===== src/logic/uci_defs.svh =====
// Offsets, field positions, masks and timing counts of the core interrupt status block
//------------------------------------------------------------
//------------------------------------------------------------
`ifndef UCI_DEFS_SVH
`define UCI_DEFS_SVH

//------------------------------------------------------------
// Register map
//------------------------------------------------------------
`define UCI_ADDR_W 12
`define UCI_STS_OFS 12'h014
`define UCI_MSK_OFS 12'h018
`define UCI_STS_W1C 32'h0070fc0a
`define UCI_MSK_WR 32'hf77efcfe

//------------------------------------------------------------
// Status bit positions
//------------------------------------------------------------
`define UCI_B_HC 25
`define UCI_B_PORT 24
`define UCI_B_FETCH 22
`define UCI_B_PINC 21
`define UCI_B_IISO 20
`define UCI_B_OEP 19
`define UCI_B_IEP 18
`define UCI_B_PERIODIC_FRAME_END 15
`define UCI_B_DROP 14
`define UCI_B_ENUM 13
`define UCI_B_RST 12
`define UCI_B_SUSP 11
`define UCI_B_EARLY_IDLE_SEEN 10
`define UCI_B_ONAK 7
`define UCI_B_INAK 6
`define UCI_B_NPTX 5
`define UCI_B_RXP 4
`define UCI_B_SOF 3
`define UCI_B_OTG 2
`define UCI_B_WRONG_MODE_ACCESS 1
`define UCI_B_ROLE 0

//------------------------------------------------------------
// Timing
//------------------------------------------------------------
`define UCI_CLK_KHZ 25000
`define UCI_IDLE_MS 3
`define UCI_IDLE_CYC (`UCI_IDLE_MS * `UCI_CLK_KHZ)
`define UCI_IDLE_CW 17

`endif


===== src/logic/uci_pkg.sv =====
// Types shared by the core interrupt status block
`include "uci_defs.svh"
package uci_pkg;

	//------------------------------------------------------------
	// One-cycle event strobes from the core
	//------------------------------------------------------------
	typedef struct packed {
		logic fetch_stall;
		logic periodic_incomplete_host;
		logic periodic_frame_end;
		logic iso_out_pending;
		logic iso_in_pending;
		logic iso_out_rx;
		logic rx_room_short;
		logic speed_enum_done;
		logic bus_reset_seen;
		logic sof_sent;
		logic sof_rcvd;
		logic set_out_nak_all;
		logic clear_out_nak_all;
		logic set_in_nak_all;
		logic clear_in_nak_all;
		logic host_reg_access;
		logic periph_reg_access;
	} uci_evt_s;

	//------------------------------------------------------------
	// Levels from the summarised sources
	//------------------------------------------------------------
	typedef struct packed {
		logic host_channel_any;
		logic host_port_any;
		logic out_endpoint_any;
		logic in_endpoint_any;
		logic dual_role_any;
		logic rx_packet_pending;
		logic nptx_half_empty;
		logic nptx_all_empty;
		logic nptx_queue_free;
	} uci_lvl_s;

	typedef struct packed {
		logic [31:0] flags;
		logic [31:0] mask;
		logic [31:0] rdata;
		logic rvalid;
		logic onak_req;
		logic inak_req;
		logic [1:0] speed;
	} uci_state_s;

	typedef struct packed {
		logic sync1;
		logic sync2;
		logic [`UCI_IDLE_CW-1:0] cnt;
		logic hit;
		logic susp;
	} uci_tmr_s;

endpackage


===== src/logic/uci_core_status.sv =====
// Core interrupt status and mask registers with event capture and summaries
`timescale 1ns/1ps
`include "uci_defs.svh"
module uci_core_status #(
	parameter int IDLE_CYC = `UCI_IDLE_CYC
) (
	input wire logic i_clk_sys,
	input wire logic i_rst_b,
	input wire logic i_soft_rst,
	input wire logic i_host_mode,
	input wire logic i_dma_mode,
	input wire logic i_fs_mode,
	input wire logic i_tx_empty_level_select,
	input wire logic i_line_active,
	input wire logic [1:0] i_enum_speed,
	input wire uci_pkg::uci_evt_s i_evt,
	input wire uci_pkg::uci_lvl_s i_lvl,
	input wire logic i_reg_rd,
	input wire logic i_reg_wr,
	input wire logic [`UCI_ADDR_W-1:0] i_reg_addr,
	input wire logic [31:0] i_reg_wdata,
	output logic [31:0] o_reg_rdata,
	output logic o_reg_rvalid,
	output logic [31:0] o_status,
	output logic [1:0] o_enum_speed,
	output logic o_iso_drop,
	output logic o_suspended,
	output logic o_irq
);
	uci_pkg::uci_state_s st;
	uci_pkg::uci_state_s next_st;
	logic idle_hit;
	logic periph;
	logic nptx_empty;
	logic [31:0] live;
	logic [31:0] sts;
	logic wr_sts;
	logic wr_msk;
	logic rd_sts;
	logic rd_msk;

	//------------------------------------------------------------
	// Idle detection
	//------------------------------------------------------------
	uci_idle_timer #(
		.IDLE_CYC(IDLE_CYC)
	) u_idle (
		.i_clk_sys(i_clk_sys),
		.i_rst_b(i_rst_b),
		.i_enable(periph),
		.i_line_active(i_line_active),
		.o_idle_hit(idle_hit),
		.o_suspended(o_suspended)
	);

	//------------------------------------------------------------
	// Live level bits
	//------------------------------------------------------------
	assign periph = !i_host_mode;
	// Level select high asks for a fully empty FIFO, low for half empty
	assign nptx_empty = i_host_mode && i_lvl.nptx_queue_free &&
		(i_tx_empty_level_select ? i_lvl.nptx_all_empty : i_lvl.nptx_half_empty);

	always_comb begin
		live = '0;
		live[`UCI_B_HC] = i_host_mode && i_lvl.host_channel_any;
		live[`UCI_B_PORT] = i_host_mode && i_lvl.host_port_any;
		live[`UCI_B_OEP] = periph && i_lvl.out_endpoint_any;
		live[`UCI_B_IEP] = periph && i_lvl.in_endpoint_any;
		live[`UCI_B_NPTX] = nptx_empty;
		live[`UCI_B_RXP] = i_lvl.rx_packet_pending;
		live[`UCI_B_OTG] = i_lvl.dual_role_any;
		live[`UCI_B_ROLE] = i_host_mode;
	end

	assign sts = st.flags | live;

	//------------------------------------------------------------
	// Register decode
	//------------------------------------------------------------
	assign wr_sts = i_reg_wr && (i_reg_addr == `UCI_STS_OFS);
	assign wr_msk = i_reg_wr && (i_reg_addr == `UCI_MSK_OFS);
	assign rd_sts = i_reg_rd && (i_reg_addr == `UCI_STS_OFS);
	assign rd_msk = i_reg_rd && (i_reg_addr == `UCI_MSK_OFS);

	//------------------------------------------------------------
	// Next state
	//------------------------------------------------------------
	always_comb begin
		logic [31:0] set;
		set = '0;
		next_st = st;
		next_st.rvalid = i_reg_rd;
		// Unmapped reads answer zero
		next_st.rdata = rd_sts ? sts : (rd_msk ? st.mask : '0);
		if (i_host_mode) begin
			set[`UCI_B_PINC] = i_evt.periodic_incomplete_host;
			set[`UCI_B_SOF] = i_evt.sof_sent;
		end else begin
			set[`UCI_B_FETCH] = i_dma_mode && i_evt.fetch_stall;
			set[`UCI_B_PERIODIC_FRAME_END] = i_evt.periodic_frame_end;
			set[`UCI_B_PINC] = i_evt.periodic_frame_end && i_evt.iso_out_pending;
			set[`UCI_B_IISO] = i_evt.periodic_frame_end && i_evt.iso_in_pending;
			set[`UCI_B_DROP] = o_iso_drop;
			set[`UCI_B_ENUM] = i_evt.speed_enum_done;
			set[`UCI_B_RST] = i_evt.bus_reset_seen;
			set[`UCI_B_SUSP] = idle_hit;
			set[`UCI_B_EARLY_IDLE_SEEN] = idle_hit;
			set[`UCI_B_SOF] = i_fs_mode && i_evt.sof_rcvd;
		end
		// Mismatched accesses are flagged here; the access itself is dropped upstream
		set[`UCI_B_WRONG_MODE_ACCESS] = (i_evt.host_reg_access && periph) ||
			(i_evt.periph_reg_access && i_host_mode);
		// NAK requests take effect one cycle after they are sampled
		set[`UCI_B_ONAK] = st.onak_req;
		set[`UCI_B_INAK] = st.inak_req;
		if (i_evt.set_out_nak_all) begin
			next_st.onak_req = 1'b1;
		end else if (st.onak_req) begin
			next_st.onak_req = 1'b0;
		end
		if (i_evt.set_in_nak_all) begin
			next_st.inak_req = 1'b1;
		end else if (st.inak_req) begin
			next_st.inak_req = 1'b0;
		end
		if (i_evt.speed_enum_done && periph) begin
			next_st.speed = i_enum_speed;
		end
		if (wr_sts) begin
			next_st.flags = st.flags & ~(i_reg_wdata & `UCI_STS_W1C);
		end
		if (i_evt.clear_out_nak_all) begin
			next_st.flags[`UCI_B_ONAK] = 1'b0;
		end
		if (i_evt.clear_in_nak_all) begin
			next_st.flags[`UCI_B_INAK] = 1'b0;
		end
		// A new event in the clearing cycle survives the clear
		next_st.flags = next_st.flags | set;
		if (wr_msk) begin
			next_st.mask = i_reg_wdata & `UCI_MSK_WR;
		end
		if (i_soft_rst) begin
			next_st.flags = '0;
			next_st.mask = '0;
			next_st.onak_req = 1'b0;
			next_st.inak_req = 1'b0;
		end
	end

	always_ff @(posedge i_clk_sys or negedge i_rst_b) begin
		if (!i_rst_b) begin
			st <= '0;
		end else begin
			st <= next_st;
		end
	end

	//------------------------------------------------------------
	// Outputs
	//------------------------------------------------------------
	assign o_reg_rdata = st.rdata;
	assign o_reg_rvalid = st.rvalid;
	assign o_status = sts;
	assign o_enum_speed = st.speed;
	// Drop strobe tells the receive path to discard the packet
	assign o_iso_drop = periph && i_evt.iso_out_rx && i_evt.rx_room_short;
	// Masked flags still latch; only the request line is gated
	assign o_irq = |(sts & st.mask);
endmodule


===== src/logic/uci_idle_timer.sv =====
// Line idle timer: synchronised activity, 3 ms idle detection and suspended state
`timescale 1ns/1ps
`include "uci_defs.svh"
module uci_idle_timer #(
	parameter int IDLE_CYC = `UCI_IDLE_CYC
) (
	input wire logic i_clk_sys,
	input wire logic i_rst_b,
	input wire logic i_enable,
	input wire logic i_line_active,
	output logic o_idle_hit,
	output logic o_suspended
);
	uci_pkg::uci_tmr_s st;
	uci_pkg::uci_tmr_s next_st;
	localparam logic [`UCI_IDLE_CW-1:0] LAST = `UCI_IDLE_CW'(IDLE_CYC - 1);

	//------------------------------------------------------------
	// Next state
	//------------------------------------------------------------
	always_comb begin
		next_st = st;
		next_st.sync1 = i_line_active;
		next_st.sync2 = st.sync1;
		next_st.hit = 1'b0;
		// Any activity or leaving peripheral mode restarts the idle count
		if (st.sync2 || !i_enable) begin
			next_st.cnt = '0;
			next_st.susp = 1'b0;
		end else if (!st.susp) begin
			if (st.cnt == LAST) begin
				next_st.hit = 1'b1;
				next_st.susp = 1'b1;
			end else begin
				next_st.cnt = st.cnt + 1'b1;
			end
		end
	end

	always_ff @(posedge i_clk_sys or negedge i_rst_b) begin
		if (!i_rst_b) begin
			st <= '0;
		end else begin
			st <= next_st;
		end
	end

	assign o_idle_hit = st.hit;
	assign o_suspended = st.susp;
endmodule


===== config.mk =====
export PLATFORM = sky130hd
export DESIGN_NAME = uci_core_status
export DESIGN_NICKNAME = d
export VERILOG_FILES = /design/src/logic/uci_pkg.sv /design/src/logic/uci_core_status.sv /design/src/logic/uci_idle_timer.sv
export VERILOG_INCLUDE_DIRS = /design/src /design/src/logic
export SDC_FILE = /design/constraint.sdc
export NUM_CORES = 1
export LEC_CHECK = 0
export ABC_AREA = 1
export BUFFER_PORTS_ARGS = -buffer_cell sky130_fd_sc_hd__buf_2
export CAP_MARGIN = 20
export CELL_PAD_IN_SITES_DETAIL_PLACEMENT = 0
export CELL_PAD_IN_SITES_GLOBAL_PLACEMENT = 1
export CORE_AREA = 4 4 119 121
export DETAILED_ROUTE_END_ITERATION = 12
export DIE_AREA = 0 0 123 125
export HOLD_SLACK_MARGIN = 0.08
export PLACE_DENSITY = 0.79
export SLEW_MARGIN = 10
export SYNTH_ARGS = -nofsm -noshare
export SYNTH_HDL_FRONTEND = slang
export SYNTH_SLANG_ARGS = --single-unit

===== constraint.sdc =====
create_clock -name i_clk_sys -period 1.5 [get_ports i_clk_sys]
set_input_delay 0 -clock i_clk_sys [delete_from_list [all_inputs] [get_ports i_clk_sys]]
set_output_delay 0 -clock i_clk_sys [all_outputs]
set_load 0.05 [all_outputs]

==> results_dict.tcl <==
set metrics [dict create \
    status "complete, no violations" \
    critPathKind "reg -> out" \
    finalInstanceArea_sq_um 6400 \
    n_antenna_cell 0 \
    nFillCells 1251 \
    p_leak_nw 3.19 \
    rsz0062_at_grt "true" \
    boundaryPins 152 \
    hold_viol 0 \
    holdPathStages 3 \
    yosysUniqueCellTypes 36 \
    multi_input_area_sq_um 1760 \
    critical_path.max_stage_delay_ps 380 \
    syn2layout_area_growth_pct 33.7 \
    p_sw_share_pct 26.3 \
    dp_hpwl_mm 9.70 \
    setup_viol 0 \
    drv_cap 0 \
    dieArea_sq_um 15400 \
    p_switching_mw 1.46 \
    place.gp.congestion 0.899 \
    place_area_sq_um 5420 \
    die_x_um 123 \
    ir_worst_vdd_mv 0.461 \
    synth_cells 580 \
    first_iter_violations 347 \
    clock_tree.buffer_depth 2 \
    drc 0 \
    ys_seq_elements 92 \
    p_int_mw 4.08 \
    p_comb_share_pct 13.9 \
    maxSlewViolCount 0 \
    antenna_found_initial 0 \
    p_seq_share_pct 45.9 \
    htreeDepth 3 \
    cts_tree "yes" \
    cts.sinks 92 \
    via_count 4338 \
    worstPathMaxFanout 3 \
    drive_gt1_share_pct 28.9 \
    start_util_pct 36.6 \
    cts_root_buf "clkbuf_16" \
    register_area_sq_um 2300 \
    r2r_start "u_idle.st[12]" \
    cts_buffers 9 \
    post-route-period-util_pct 96.2 \
    fin_crit_ps 1440 \
    path_clk_slew_ps 60 \
    syn_area_sq_um 4790 \
    gr-total-overflow 0 \
    grt_pass1_vias 4448 \
    yosysSeqAreaShare_pct 48.1 \
    cp.arrival_ps 1440 \
    yosysWarnings 0 \
    first_pass_iters 5 \
    slowest_stage "dfrtp_1" \
    hold_start "i_host_mode" \
    nets 833 \
    p_clk_share_pct 40.2 \
    vias_per_cell 4.66 \
    grt_max_degree 42 \
    die_y_um 125 \
    grt_pass1_wl_mm 21.5 \
    startpoint_type "register" \
    worst_path_most_repeated_cell "inv_1" \
    row_count 42 \
    post_drt_wl_per_cell_um 14.6 \
    numPortBuffers 129 \
    hp-class "in -> reg" \
    wirelength_mm 13.5 \
    timing.reg2reg.setup_slack_ps 100 \
    rr_worst_depth 8 \
    path_cells "inv_1, o22ai_2, inv_1, nand4_1, nor2_2, nand2_1, buf_6" \
    worstPathRequired_ps 1500 \
    clock-skew-final_ps 4.85 \
    r2r-end "u_idle.st[6]" \
    coreArea_sq_um 13100 \
    grt_usage_pct 17.5 \
    avgSynthCellArea_sq_um 8.26 \
    hold_end "o_reg_rdata[25]" \
    p_per_area_nw_per_um2 865 \
    fmax_mhz 693 \
    clk_latency_ps 340 \
    setup.worst_path.start "st[76]" \
    tns_ps 0 \
    crit_path_end_kind "output pin" \
    setup_slack_ps 56.4 \
    post-place-ws_ps 62.8 \
    postRouteAntennaNets 0 \
]
==> stage by stage <==
stage          power (mW)  utilization, %  instances  hold WS, ps
2_1_floorplan        3.01               -        595         -296
3_3_place_gp         3.22            41.4        850        -32.8
3_5_place_dp         3.22            41.4        850        -22.5
4_1_cts              5.56            48.2        923         80.5
5_1_grt              5.77            48.9        930          101
6_report             5.54            48.9        930         76.1
==> cell usage after synthesis, drive strengths merged <==
| cell | instances | area share [%] |
|---|---|---|
| a22oi | 1 | 0.16 |
| clkbuf | 9 | 0.71 |
| mux2i | 2 | 0.42 |
| buf | 70 | 11 |
| o21ai | 51 | 5.5 |
| ha | 1 | 0.26 |
| and2 | 2 | 0.26 |
| nand3 | 30 | 3.4 |
| mux2 | 2 | 0.47 |
| conb | 1 | 0.078 |
| clkinv | 1 | 0.078 |
| nor2 | 50 | 4.9 |
| nor4 | 1 | 0.13 |
| dfrtp | 92 | 48 |
| nand2 | 132 | 11 |
| a21o | 1 | 0.16 |
| inv | 71 | 5.6 |
| nor3 | 8 | 0.94 |
| o22ai | 14 | 1.8 |
| nand4 | 27 | 3.5 |
| a21oi | 12 | 1.3 |
| o21bai | 2 | 0.31 |
==> logic make-up after synthesis <==
kind of cell	after synthesis	share of synthesized area, %
other	1	0.0783
AND/OR/NAND/NOR	250	23.9
multiplexers	4	0.888
flip-flops	92	48.1
buffers and inverters	151	17.6
AO/OA/AOI/OAI	81	9.20
adder cells (fa/ha/maj)	1	0.261
==> sequential cells by signal, indices dropped and copies added, names as in the netlist <==
register,count
u_idle.o_suspended,1
u_idle.st,18
st,41
u_idle.o_idle_hit,1
o_enum_speed,2
o_reg_rvalid,1
o_reg_rdata,27
u_idle.next_st,1
==> worst max path at each step <==
stage                    end  cells past startpoint  slack (ps)
2_1_floorplan   u_idle.st[5]                      3          30
5_1_grt                o_irq                      7         -60
3_3_place_gp   u_idle.st[18]                      9          80
4_1_cts                o_irq                      7         0.5
3_5_place_dp   u_idle.st[18]                      8          60
6_report               o_irq                      7          60
==> worst max-delay path, delay by kind of cell (launching register included) <==
kind / cells / cell delay, ps
flops: 1 / 380
buf+inv: 3 / 340
simple gates: 3 / 260
compound gates: 1 / 130
==> cell type report <==
cell class,count,share of cell area (%)
well taps,176,3.44
inverters,72,4.26
flip-flops and latches,92,36.0
repair buffers,222,24.4
multi-input cells,353,27.4
clock inverters,6,0.996
clock buffers,9,3.52
==> layer usage <==
metal | global-route usage, % | wire (um) | vias up
met5 | 0 | 0 | -
met3 | 3.12 | 780 | 21
met4 | 5.99 | 247 | 0
met2 | 31.0 | 6940 | 127
li1 | - | - | 2134
met1 | 21.2 | 5570 | 2056
==> layout by cell type (no fill, tap or decap), drive strengths merged <==
master and count:
nand4 27, a22oi 1, o22ai 14, mux2 2, a21oi 12, conb 16
clkbuf 9, ha 1, dlygate4sd3 58, nor2 50, nand3 30, nor3 8
nor4 1, o21ai 51, dfrtp 92, inv 72, mux2i 2, clkinv 3
buf 164, nand2 133, o21bai 2, and2 2, clkinvlp 2, bufinv 1
a21o 1
==> timing repair <==
item                                   4_1_cts  5_1_grt
cloned                                       0        1
hold buffers                                58        0
setup buffers                                0        6
pin swaps                                    2        6
endpoints found under the hold margin      146        0
resized for setup                            3       19
setup endpoints to repair                    1       16
==> power by group through the flow <==
| stage | sequential [mW] | clock [mW] | combinational (mW) |
|---|---|---|---|
| final | 2.54 | 2.23 | 0.773 |
| after global routing | 2.54 | 2.40 | 0.831 |
| after CTS | 2.54 | 2.26 | 0.756 |
| after detailed placement | 2.59 | 0 | 0.636 |
| after global placement | 2.59 | 0 | 0.629 |
| after floorplan | 2.59 | 0 | 0.421 |
Note: power is estimated with default switching activity, not from simulation.
